$ cat src/drive_strap_pkg.sv
package drive_strap_pkg;

  // Register offsets (byte addresses)
  localparam logic [11:0] CTRL_OFS = 12'h000;
  localparam logic [11:0] SYNC_OFS = 12'h004;
  localparam logic [11:0] STAT_OFS = 12'h008;

  // Control register field positions
  localparam int CTRL_WP_BIT = 0;
  localparam int CTRL_S1_BIT = 1;
  localparam int CTRL_MODE_LSB = 2;
  localparam int CTRL_SYNC_EN_BIT = 4;
  localparam int CTRL_START_BIT = 5;
  localparam int CTRL_STOP_BIT = 6;

  // Status register field positions
  localparam int STAT_PERR_BIT = 16;

  // Reset values
  localparam logic CTRL_WP_RST = 1'b0;
  localparam logic CTRL_S1_RST = 1'b0;
  localparam logic CTRL_SYNC_EN_RST = 1'b0;
  localparam logic [15:0] SYNC_OFS_RST = 16'h0000;

  // Cycles the pin synchronisers need before straps are trusted
  localparam logic [1:0] SETTLE_CYCLES = 2'h3;
  localparam int CLK_MHZ = 125;

  // Command opcodes honoured before the drive is ready
  localparam logic [7:0] OP_REQ_SENSE = 8'h03;
  localparam logic [7:0] OP_INQUIRY = 8'h12;
  localparam logic [7:0] OP_RESERVE = 8'h16;
  localparam logic [7:0] OP_RELEASE = 8'h17;
  localparam logic [7:0] OP_START_UNIT = 8'h1b;

  // Spindle synchronisation modes
  typedef enum logic [1:0] {
    SYNC_ALONE = 2'b00,
    SYNC_SLAVE = 2'b01,
    SYNC_MASTER = 2'b10,
    SYNC_MCTRL = 2'b11
  } sync_mode_t;

  // Option straps, asserted = jumper shorted
  typedef struct packed {
    logic auto_spin;
    logic parity;
    logic scsi1;
    logic sdtr;
    logic ua_off;
    logic wp;
    logic [3:0] addr;
  } straps_t;

  localparam straps_t STRAPS_RST = '0;

endpackage

$ cat src/drive_option_strap_decoder.sv
`timescale 1ns/1ps
// Function
// - Auto spin strap shorted starts spindle at power-on
// - Spin strap open waits for START UNIT
// - Not ready except five commands until ready
// - Parity strap enables receive parity checking
// - Transmit parity always generated
// - Strap open uses mode page level bit
// - Strap shorted forces SCSI-1 behaviour
// - Narrow build takes three address straps
// - Wide build takes four address straps
// - Alone, slave, master supported; not master-control
// - Stand-alone neither drives nor locks sync
// - Slave locks to external sync only
// - Master drives sync and locks to it
// - Programmable offset from incoming sync
// - SDTR strap starts negotiation after resets
// - Host SDTR always answered
// - Unit attention strap shorted suppresses reporting
// - Write protect strap forces medium protection
// - Strap open lets software set protection
// - Medium unprotected by default
module drive_option_strap_decoder
  import drive_strap_pkg::*;
#(
  parameter int WIDE_BUS = 0,
  parameter int REV_PERIOD_US = 11111,
  parameter int OFS_W = 16
) (
  input wire logic pclk,
  input wire logic presetn,
  input wire logic psel,
  input wire logic penable,
  input wire logic pwrite,
  input wire logic [11:0] paddr,
  input wire logic [31:0] pwdata,
  output logic [31:0] prdata,
  output logic pready,
  output logic pslverr,
  input wire straps_t strap_n,
  input wire logic bus_reset,
  input wire logic sync_in,
  output logic sync_out,
  output logic sync_out_oe,
  input wire logic spindle_at_speed,
  input wire logic cmd_valid,
  input wire logic [7:0] cmd_opcode,
  output logic cmd_accept,
  output logic cmd_not_ready,
  input wire logic rx_valid,
  input wire logic [7:0] rx_data,
  input wire logic rx_parity,
  output logic rx_parity_err,
  input wire logic [7:0] tx_data,
  output logic tx_parity,
  input wire logic host_sdtr,
  output logic sdtr_start,
  output logic sdtr_answer,
  output logic spindle_motor_on,
  output logic [3:0] bus_id,
  output logic scsi1_mode,
  output logic parity_check_en,
  output logic unit_attn_en,
  output logic write_protect,
  output logic spindle_lock_en,
  output logic spindle_ref
);

  localparam int REV_CYCLES = REV_PERIOD_US * CLK_MHZ;
  localparam int REV_W = $clog2(REV_CYCLES + 1);

  // Pin synchronisers
  straps_t strap_m_ff, strap_s_ff;
  logic brst_m_ff, brst_s_ff, brst_d_ff;
  logic sync_m_ff, sync_s_ff, sync_d_ff;

  // Strap capture state
  straps_t straps_ff;
  logic pend_ff, por_ff;
  logic [1:0] settle_ff;
  logic sampled_ff;

  // Software registers
  logic wp_sw_ff, s1_sw_ff, sync_en_ff;
  sync_mode_t mode_ff;
  logic [OFS_W-1:0] ofs_ff;
  logic perr_ff;

  // Behaviour state
  logic spin_ff;
  logic [REV_W-1:0] rev_cnt_ff;
  logic mpulse_ff;
  logic [OFS_W-1:0] dly_cnt_ff;
  logic dly_run_ff;

  // Synchronise straps, bus reset and sync input
  always_ff @(posedge pclk or negedge presetn) begin
    if (!presetn) begin
      strap_m_ff <= STRAPS_RST;
      strap_s_ff <= STRAPS_RST;
      brst_m_ff <= 1'b0;
      brst_s_ff <= 1'b0;
      brst_d_ff <= 1'b0;
      sync_m_ff <= 1'b0;
      sync_s_ff <= 1'b0;
      sync_d_ff <= 1'b0;
    end else begin
      strap_m_ff <= ~strap_n;
      strap_s_ff <= strap_m_ff;
      brst_m_ff <= bus_reset;
      brst_s_ff <= brst_m_ff;
      brst_d_ff <= brst_s_ff;
      sync_m_ff <= sync_in;
      sync_s_ff <= sync_m_ff;
      sync_d_ff <= sync_s_ff;
    end
  end

  // Sampling requests: power-on and every bus reset
  logic brst_rise, settled, take;
  assign brst_rise = brst_s_ff & ~brst_d_ff;
  assign settled = (settle_ff == SETTLE_CYCLES);
  assign take = pend_ff & settled & ~brst_s_ff;

  // Hold a pending sample until the synchronisers have settled
  always_ff @(posedge pclk or negedge presetn) begin
    if (!presetn) begin
      pend_ff <= 1'b1;
      settle_ff <= 2'h0;
    end else if (brst_rise) begin
      pend_ff <= 1'b1;
      settle_ff <= 2'h0;
    end else if (take) begin
      pend_ff <= 1'b0;
    end else if (!settled) begin
      settle_ff <= settle_ff + 2'h1;
    end
  end

  // Latch straps; shorted pin reads asserted
  always_ff @(posedge pclk or negedge presetn) begin
    if (!presetn) begin
      straps_ff <= STRAPS_RST;
      por_ff <= 1'b1;
      sampled_ff <= 1'b0;
    end else begin
      sampled_ff <= take;
      if (take) begin
        straps_ff <= strap_s_ff;
        por_ff <= 1'b0;
      end
    end
  end

  // Bus identifier width follows the build
  assign bus_id = (WIDE_BUS != 0) ? straps_ff.addr :
                  {1'b0, straps_ff.addr[2:0]};

  // Decoded options
  assign parity_check_en = straps_ff.parity;
  assign unit_attn_en = ~straps_ff.ua_off;
  assign scsi1_mode = straps_ff.scsi1 | s1_sw_ff;
  assign write_protect = straps_ff.wp | wp_sw_ff;

  // APB decode
  logic setup, wr_en;
  logic hit_ctrl, hit_sync, hit_stat, hit_any;
  assign setup = psel & ~penable;
  assign wr_en = psel & penable & pwrite;
  assign hit_ctrl = (paddr == CTRL_OFS);
  assign hit_sync = (paddr == SYNC_OFS);
  assign hit_stat = (paddr == STAT_OFS);
  assign hit_any = hit_ctrl | hit_sync | hit_stat;
  assign pready = 1'b1;
  assign pslverr = psel & penable & ~hit_any;

  // Write decode of the control fields
  sync_mode_t wr_mode;
  logic wr_ctrl, start_req, stop_req, perr_clr;
  assign wr_ctrl = wr_en & hit_ctrl;
  assign wr_mode = sync_mode_t'(pwdata[CTRL_MODE_LSB +: 2]);
  assign start_req = wr_ctrl & pwdata[CTRL_START_BIT];
  assign stop_req = wr_ctrl & pwdata[CTRL_STOP_BIT];
  assign perr_clr = wr_en & hit_stat & pwdata[STAT_PERR_BIT];

  // Control and offset registers
  always_ff @(posedge pclk or negedge presetn) begin
    if (!presetn) begin
      wp_sw_ff <= CTRL_WP_RST;
      s1_sw_ff <= CTRL_S1_RST;
      sync_en_ff <= CTRL_SYNC_EN_RST;
      mode_ff <= SYNC_ALONE;
      ofs_ff <= OFS_W'(SYNC_OFS_RST);
    end else begin
      if (wr_ctrl) begin
        wp_sw_ff <= pwdata[CTRL_WP_BIT];
        s1_sw_ff <= pwdata[CTRL_S1_BIT];
        sync_en_ff <= pwdata[CTRL_SYNC_EN_BIT];
        if (wr_mode != SYNC_MCTRL) begin
          mode_ff <= wr_mode;
        end
      end
      if (wr_en && hit_sync) begin
        ofs_ff <= pwdata[OFS_W-1:0];
      end
    end
  end

  // Read data mux
  logic [31:0] rd_ctrl, rd_sync, rd_stat, rd_mux;
  assign rd_ctrl = {25'h0, spin_ff, 1'b0, sync_en_ff, mode_ff, s1_sw_ff, wp_sw_ff};
  assign rd_sync = {{(32-OFS_W){1'b0}}, ofs_ff};
  assign rd_stat = {15'h0, perr_ff, 1'b0, spindle_at_speed, pend_ff,
                    write_protect, scsi1_mode, spin_ff, straps_ff};
  assign rd_mux = hit_ctrl ? rd_ctrl :
                  hit_sync ? rd_sync :
                  hit_stat ? rd_stat : 32'h0;

  // Read data captured in setup phase
  always_ff @(posedge pclk or negedge presetn) begin
    if (!presetn) begin
      prdata <= 32'h0;
    end else if (setup && !pwrite) begin
      prdata <= rd_mux;
    end
  end

  // Command screening before the drive is ready
  logic exempt, drive_ready;
  assign drive_ready = spin_ff & spindle_at_speed;
  assign exempt = (cmd_opcode == OP_REQ_SENSE) | (cmd_opcode == OP_INQUIRY) |
                  (cmd_opcode == OP_RESERVE) | (cmd_opcode == OP_RELEASE) |
                  (cmd_opcode == OP_START_UNIT);
  logic host_start;
  assign host_start = cmd_valid & (cmd_opcode == OP_START_UNIT);

  // Registered accept/reject verdict, one cycle after cmd_valid
  always_ff @(posedge pclk or negedge presetn) begin
    if (!presetn) begin
      cmd_accept <= 1'b0;
      cmd_not_ready <= 1'b0;
    end else begin
      cmd_accept <= cmd_valid & (drive_ready | exempt);
      cmd_not_ready <= cmd_valid & ~drive_ready & ~exempt;
    end
  end

  // Spindle motor: auto start at power-on, else START UNIT
  always_ff @(posedge pclk or negedge presetn) begin
    if (!presetn) begin
      spin_ff <= 1'b0;
    end else if (take && por_ff && strap_s_ff.auto_spin) begin
      spin_ff <= 1'b1;
    end else if (host_start || start_req) begin
      spin_ff <= 1'b1;
    end else if (stop_req) begin
      spin_ff <= 1'b0;
    end
  end
  assign spindle_motor_on = spin_ff;

  // Receive parity check (odd parity) with sticky error flag
  logic rx_bad;
  assign rx_bad = rx_valid & parity_check_en & ~(^{rx_data, rx_parity});

  // Error flag: set wins over software clear
  always_ff @(posedge pclk or negedge presetn) begin
    if (!presetn) begin
      perr_ff <= 1'b0;
      rx_parity_err <= 1'b0;
    end else begin
      rx_parity_err <= rx_bad;
      if (rx_bad) begin
        perr_ff <= 1'b1;
      end else if (perr_clr) begin
        perr_ff <= 1'b0;
      end
    end
  end

  // Transmit parity generated regardless of strap
  always_ff @(posedge pclk or negedge presetn) begin
    if (!presetn) begin
      tx_parity <= 1'b1;
    end else begin
      tx_parity <= ~(^tx_data);
    end
  end

  // Negotiation start after each sample; host request always answered
  always_ff @(posedge pclk or negedge presetn) begin
    if (!presetn) begin
      sdtr_start <= 1'b0;
      sdtr_answer <= 1'b0;
    end else begin
      sdtr_start <= sampled_ff & straps_ff.sdtr;
      sdtr_answer <= host_sdtr;
    end
  end

  // Effective routing; disabled sync behaves as stand-alone
  sync_mode_t eff_mode;
  assign eff_mode = sync_en_ff ? mode_ff : SYNC_ALONE;

  // Master revolution timer
  logic rev_end;
  assign rev_end = (rev_cnt_ff == REV_W'(REV_CYCLES - 1));
  always_ff @(posedge pclk or negedge presetn) begin
    if (!presetn) begin
      rev_cnt_ff <= '0;
      mpulse_ff <= 1'b0;
    end else begin
      mpulse_ff <= 1'b0;
      if (eff_mode != SYNC_MASTER) begin
        rev_cnt_ff <= '0;
      end else if (rev_end) begin
        rev_cnt_ff <= '0;
        mpulse_ff <= 1'b1;
      end else begin
        rev_cnt_ff <= rev_cnt_ff + REV_W'(1);
      end
    end
  end

  // Reference source by mode
  logic ext_edge, ref_src;
  assign ext_edge = sync_s_ff & ~sync_d_ff;
  always_comb begin
    case (eff_mode)
      SYNC_SLAVE: ref_src = ext_edge;
      SYNC_MASTER: ref_src = mpulse_ff;
      SYNC_ALONE: ref_src = 1'b0;
      default: ref_src = 1'b0;
    endcase
  end

  // Pin drive and lock enable
  always_ff @(posedge pclk or negedge presetn) begin
    if (!presetn) begin
      sync_out <= 1'b0;
      sync_out_oe <= 1'b0;
      spindle_lock_en <= 1'b0;
    end else begin
      sync_out <= mpulse_ff & (eff_mode == SYNC_MASTER);
      sync_out_oe <= (eff_mode == SYNC_MASTER);
      spindle_lock_en <= (eff_mode == SYNC_SLAVE) | (eff_mode == SYNC_MASTER);
    end
  end

  // Positional offset: spindle_ref pulses ofs_ff + 2 cycles after the reference pulse
  logic dly_hit;
  assign dly_hit = dly_run_ff & (dly_cnt_ff == '0);
  always_ff @(posedge pclk or negedge presetn) begin
    if (!presetn) begin
      dly_cnt_ff <= '0;
      dly_run_ff <= 1'b0;
      spindle_ref <= 1'b0;
    end else begin
      spindle_ref <= 1'b0;
      if (ref_src) begin
        dly_cnt_ff <= ofs_ff;
        dly_run_ff <= 1'b1;
      end else if (dly_hit) begin
        dly_run_ff <= 1'b0;
        spindle_ref <= 1'b1;
      end else if (dly_run_ff) begin
        dly_cnt_ff <= dly_cnt_ff - OFS_W'(1);
      end
    end
  end

endmodule

$ cat config.mk
export PLATFORM = sky130hd
export DESIGN_NAME = drive_option_strap_decoder
export DESIGN_NICKNAME = d
export VERILOG_FILES = /design/src/drive_strap_pkg.sv /design/src/drive_option_strap_decoder.sv
export SDC_FILE = /design/constraint.sdc
export NUM_CORES = 1
export LEC_CHECK = 0
export BUFFER_PORTS_ARGS = -buffer_cell sky130_fd_sc_hd__buf_2
export CAP_MARGIN = 20
export CORE_ASPECT_RATIO = 1.25
export CORE_MARGIN = 1.5
export CORE_UTILIZATION = 45
export CTS_CLUSTER_SIZE = 40
export DETAILED_ROUTE_END_ITERATION = 8
export PLACE_DENSITY_LB_ADDON = 0.08
export SYNTH_ARGS = -nofsm -noshare
export SYNTH_HDL_FRONTEND = slang
export SYNTH_SLANG_ARGS = --single-unit
$ cat constraint.sdc
create_clock -name pclk -period 2.5 [get_ports pclk]
set_input_delay 0.375 -clock pclk [delete_from_list [all_inputs] [get_ports pclk]]
set_output_delay 0.375 -clock pclk [all_outputs]
set_load 0.005 [all_outputs]
# After elaboration in Yosys (flattened, before gate mapping)
# Cells that the tools add are included.
[op_classes]
bitwise = 44
muxes = 26
addsub = 3
eq_ne = 16
reduce_logical = 18
[op_table]
columns = ["cell", "n"]
rows = [
  ["17-bit 2-to-1 mux", 3],
  ["16-bit 2-to-1 mux", 3],
  ["21-bit 2-to-1 mux", 2],
  ["8-bit by 5-bit equality test with 1-bit output (second input constant)", 4],
  ["1-bit bitwise AND", 23],
  ["21-bit by 1-bit adder with 21-bit output (second input constant)", 1],
  ["21-bit equality test (second input constant)", 1],
  ["16-bit zero test", 1],
  ["16-bit by 1-bit subtractor with 16-bit output (second input constant)", 1],
  ["1-bit 2-to-1 mux", 13],
  ["12-bit by 3-bit equality test with 1-bit output (second input constant)", 1],
  ["12-bit by 4-bit equality test with 1-bit output (second input constant)", 1],
  ["12-bit zero test", 1],
  ["2-bit != test (second input constant)", 5],
  ["1-bit NOT", 10],
  ["10-bit NOT", 1],
  ["1-bit bitwise OR", 10],
  ["9-bit parity", 1],
  ["8-bit by 2-bit equality test with 1-bit output (second input constant)", 1],
  ["2-bit 2-to-1 mux", 4],
  ["2-bit nonzero test", 4],
  ["8-bit parity", 1],
  ["2-bit AND reduction", 3],
  ["2-bit equality test (second input constant)", 2],
  ["7 further kinds", 10],
]
[word_totals]
elab_cells = 160
out_inout_bits = 53
register_bits = 145

# Longest topological paths before layout
[depth]
ltp_word = 7
mapped_depth = 9

# Worst setup path after synthesis
# No wires, ideal clock.
[synth_timing]
path_type = "input to register"
start = "in paddr[1]"
end = "reg ofs_ff[11]"
required_ns = 2.375
path_buffers = 1
t_arrival_ns = 1.976
cell_stages = 6
setup_time_ns = 0.125
setup_slack_ns = 0.400
path_cell_list = "or4_1 nor2_1 nand2_1 nor2_2 buf_4 mux2_2"
[synth_between]
elab_chain_len = 2
[synth_lines]
columns = ["element", "line", "rtl"]
rows = [
  ["start, declared", "drive_option_strap_decoder.sv:35", "input wire logic [11:0] paddr,"],
  ["12-bit by 3-bit equality test with 1-bit output", "drive_option_strap_decoder.sv:171", "assign hit_sync = (paddr == SYNC_OFS);"],
  ["1-bit logical AND", "drive_option_strap_decoder.sv:203", "if (wr_en && hit_sync) begin"],
  ["end signal, assigned", "drive_option_strap_decoder.sv:193", "ofs_ff <= OFS_W'(SYNC_OFS_RST);"],
  ["end signal, assigned", "drive_option_strap_decoder.sv:204", "ofs_ff <= pwdata[OFS_W-1:0];"],
  ["end, declared", "drive_option_strap_decoder.sv:86", "logic [OFS_W-1:0] ofs_ff;"],
]
# No other way between the ends.
# A chain may end at the register's enable or synchronous reset.

# Worst setup path in the final report
[layout_timing]
start = "reg dly_cnt_ff[4]"
end = "reg dly_cnt_ff[11]"
[layout_between]
elab_chain_len = 4
[layout_lines]
columns = ["element", "line", "rtl"]
rows = [
  ["start, declared", "drive_option_strap_decoder.sv:93", "logic [OFS_W-1:0] dly_cnt_ff;"],
  ["start signal, assigned", "drive_option_strap_decoder.sv:361", "dly_cnt_ff <= ofs_ff;"],
  ["start signal, assigned", "drive_option_strap_decoder.sv:367", "dly_cnt_ff <= dly_cnt_ff - OFS_W'(1);"],
  ["16-bit by 1-bit subtractor with 16-bit output / 16-bit zero test (equally long branches)", "drive_option_strap_decoder.sv:367, drive_option_strap_decoder.sv:352", ""],
  ["16-bit 2-to-1 mux / 1-bit bitwise AND (equally long branches)", "drive_option_strap_decoder.sv:366, drive_option_strap_decoder.sv:352", ""],
  ["16-bit 2-to-1 mux / 2-bit != test (equally long branches)", "--", ""],
  ["16-bit 2-to-1 mux / 2-bit AND reduction (equally long branches)", "--", ""],
]
# Several ways; a longest one is shown, not always the timed one. The select of a mux whose other input is x is not followed.

==> impl_metrics.csv <==
group,metric,value,unit
sta,clock_skew,0.00831,ns
floorplan,dieArea,13600,µm²
clocking,cts_buffer_depth,2,
global_route,grt_util_all_layers,20.0,%
clocking,clkSinkCount,130,
synthesis,synthDistinctLibCells,52,
global_route,grt_pass1_wl,20900,µm
setup_path,cp_max_fo,7,
floorplan,fp.dieW,105,µm
routing,avgViaCountPerCell,5.01,
global_route,overflow,0,
setup_path,arrival,2.51,ns
cells_and_area,finalNetCount,751,
routing,drt_wl_total,12500,µm
clocking,cts_root_buffer,"clkbuf_16",
cells_and_area,stdcell_count,836,
routing,drtIter0Drc,223,
setup_path,slowest_stage,"or4_1",
synthesis,synth-edff-count,0,
setup_path,reg2reg_from,"dly_cnt_ff[4]",
cells_and_area,finalInstanceArea,7070,µm²
floorplan,pin_count,143,
placed_design,dpl.cell_count,804,
setup_path,path_cells,"or4_1 > or2_4 > a21o_1 > or4_1 > o211ai_1",
placed_design,place_hpwl,8980,µm
job,maxCapViolCount,0,
clocking,cts-htree-levels,4,
synthesis,synthArstFlopShare,100,%
routing,antenna_left,0,
sta,finalHoldViolCount,0,
cells_and_area,fillerInstances,1181,
outcome,status,"complete, no violations",
global_route,grt_pass1_vias,4256,
sta,worstMarginPinSlew,0.714,ns
clocking,cts_buffers,17,
synthesis,syn_avg_cell_area,10.7,µm²
sta,rsz0062_at_grt,"no",
routing,dr_total_vias,4192,
setup_path,r2r_slack,0.32,ns
synthesis,synth-seq-area-share,56.0,%
power_and_ir_drop,power.density,735,nW/µm²
global_route,antenna_found_initial,0,
synthesis,synth.ff_latch_count,130,
clocking,cts_setup_buffers,0,
floorplan,row_count,46,
clocking,cts_tree,"done",
synthesis,yosys_most_used_dff,"dfrtp_1",
setup_path,r2r_cells,5,
cells_and_area,diodes,0,
synthesis,yosys_warnings,0,
power_and_ir_drop,max-vdd-ir-drop,0.422,mV
setup_path,cp.required,2.83,ns
floorplan,core,12700,µm²
floorplan,die_y,130,µm
synthesis,syn_area,5820,µm²
clocking,postCtsHoldBufs,0,
clocking,path_clk_slew,0.05,ns
placed_design,gp_congestion,0.797,
sta,finalCritPeriodShare,87.1,%
setup_path,r2r_end,"dly_cnt_ff[11]",
setup_path,cp_common_cell,"or4_1",
global_route,grt_max_degree,131,
placed_design,io_buffers,110,
power_and_ir_drop,leakage,3.46,nW
sta,slew_viol_final,0,
setup_path,critPathCaptureType,"flop",
sta,fmax,459,MHz
cells_and_area,drive_gt1_share,26.9,%
synthesis,synth_cells,542,
placed_design,postPlaceCellArea,6500,µm²
routing,wl_per_cell,15.0,µm
floorplan,initial_core_util,45.9,%
clocking,post_cts_resized,0,
setup_path,max_stage_delay,0.66,ns
routing,drcViolationCount,0,
setup_path,start_kind,"flop",
worst_hold_path,hold_class,"in -> async",
cells_and_area,area_growth,21.5,%
routing,drt_pass1_iterations,5,
setup_path,worst-setup-path-type,"reg -> reg",
sta,maxSlewHeadroom,52.4,%
sta,timing.setup.tns,0,ns
clocking,clk_latency,0.42,ns
sta,fin_crit,2.18,ns
sta,setup_viol,0,
==> metal layers <==
layer	vias up	track usage [%]	wire length, µm
li1	2037	-	-
met1	2040	23.9	5250
met2	98	34.6	6420
met3	17	5.24	609
met4	0	8.22	252
met5	-	0	0
==> worst max-delay path by stage <==
stage	startpoint	end	slack (ns)	cells past startpoint
after CTS	dly_cnt_ff[4]	dly_cnt_ff[11]	0.32	5
final	dly_cnt_ff[4]	dly_cnt_ff[11]	0.32	5
after detailed placement	paddr[1]	wp_sw_ff	0.15	4
after floorplan	paddr[1]	ofs_ff[11]	0.40	6
after global routing	dly_cnt_ff[4]	dly_cnt_ff[11]	0.25	5
after global placement	paddr[1]	wp_sw_ff	0.19	4
==> stage by stage <==
step	total power, mW	utilization [%]	hold WS, ns	setup WS [ns]
6_report	5.20	55.8	0.0337	0.322
5_1_grt	5.43	55.8	0.0452	0.253
4_1_cts	5.26	55.8	0.0445	0.322
3_5_place_dp	2.89	51.3	0.336	0.149
3_3_place_gp	2.87	51.3	0.332	0.185
2_1_floorplan	2.69	-	0.0794	0.400
==> cells by family after synthesis <==
kind of cell	count (synthesis)	share of synthesized area, %
buffers and inverters	74	6.15
adders and majority gates	6	1.29
xor gates and xnor gates	43	6.47
AOI/OAI and AO/OA	70	7.85
and+or+nand+nor	186	16.2
other	2	0.129
DFF	130	56.0
muxes	31	5.91
==> layout make-up <==
type                            count  area [µm²]  area share (%)
Timing Repair Buffer              117         631            8.92
Tap cell                          168         210            2.97
Clock inverter                      5        52.6           0.744
Sequential cell                   130        3260            46.1
Inverter                           36         135            1.91
Clock buffer                       27         513            7.26
Multi-Input combinational cell    353        2270            32.1
==> synth_stat cells, drive strengths merged, types with 2 or more instances <==
| cell | instances | area (µm²) |
|---|---|---|
| dfrtp | 127 | 3180 |
| o22a | 2 | 17.5 |
| a211oi | 5 | 37.5 |
| nor2b | 13 | 81.3 |
| xor2 | 18 | 158 |
| or3 | 6 | 37.5 |
| xnor2 | 25 | 219 |
| or4 | 5 | 37.5 |
| nand3b | 3 | 22.5 |
| conb | 2 | 7.51 |
| and2 | 5 | 31.3 |
| nand3 | 17 | 85.1 |
| nand2 | 48 | 180 |
| nor2 | 46 | 175 |
| buf | 23 | 166 |
| a222oi | 7 | 70.1 |
| a21oi | 18 | 90.1 |
| clkbuf | 15 | 56.3 |
| mux2i | 4 | 40.0 |
| nor4 | 7 | 43.8 |
| or2 | 4 | 27.5 |
| or3b | 2 | 17.5 |
| nor3 | 6 | 30.0 |
| o211ai | 2 | 15.0 |
| dfstp | 3 | 78.8 |
| and4 | 4 | 35.0 |
| o21ai | 25 | 125 |
| a31oi | 2 | 12.5 |
| nand2b | 3 | 18.8 |
| mux2 | 27 | 304 |
| and3 | 5 | 31.3 |
| o41ai | 2 | 25.0 |
| a22o | 2 | 17.5 |
| nand4 | 7 | 43.8 |
| nor4b | 2 | 17.5 |
| ha | 6 | 75.1 |
| inv | 36 | 135 |
==> power breakdown <==
part           leakage, nW  switching, mW  internal [mW]  total, mW
sequential            1.70         0.0954           2.26       2.36
clock                0.277          0.846           1.49       2.34
combinational         1.48          0.238          0.262      0.500
total                 3.46           1.18           4.02       5.20
==> registers in the layout, summed over array words and instances (netlist names), 2 cells and up <==
| name | count |
|---|---|
| strap_m_ff | 10 |
| settle_ff | 2 |
| rev_cnt_ff | 21 |
| mode_ff | 2 |
| rd_stat | 6 |
| ofs_ff | 16 |
| bus_id | 3 |
| prdata | 17 |
| dly_cnt_ff | 16 |
| strap_s_ff | 10 |
==> worst max-delay path, delay by kind of cell (launching register included) <==
kind | cells | cell delay, ns
flip-flops | 1 | 0.40
AO/OA/AOI/OAI | 2 | 0.28
AND/OR/NAND/NOR | 3 | 1.40
==> cells in the final DEF (no fill, tap or decap), types with 3 or more instances in the layout <==
cell / count
clkinv_2: 3
clkbuf_1: 5
or4_1: 5
mux2_2: 22
dfstp_2: 3
inv_1: 36
mux2_1: 5
conb_1: 17
mux2i_1: 4
buf_4: 6
nor2b_1: 13
nor3_1: 6
a21oi_1: 17
a222oi_1: 7
clkbuf_8: 5
nand4_1: 7
a211oi_1: 5
nand3_1: 17
or2_2: 3
clkbuf_16: 17
xor2_1: 18
ha_1: 6
o21ai_0: 19
or3_1: 6
o21ai_1: 6
xnor2_1: 25
buf_2: 109
nand2_1: 48
dfrtp_1: 127
nor4_1: 7
and3_1: 5
and4_1: 4
nand2b_1: 3
nand3b_1: 3
nor2_1: 45
and2_1: 5
Note: power is estimated with default switching activity, not from simulation.
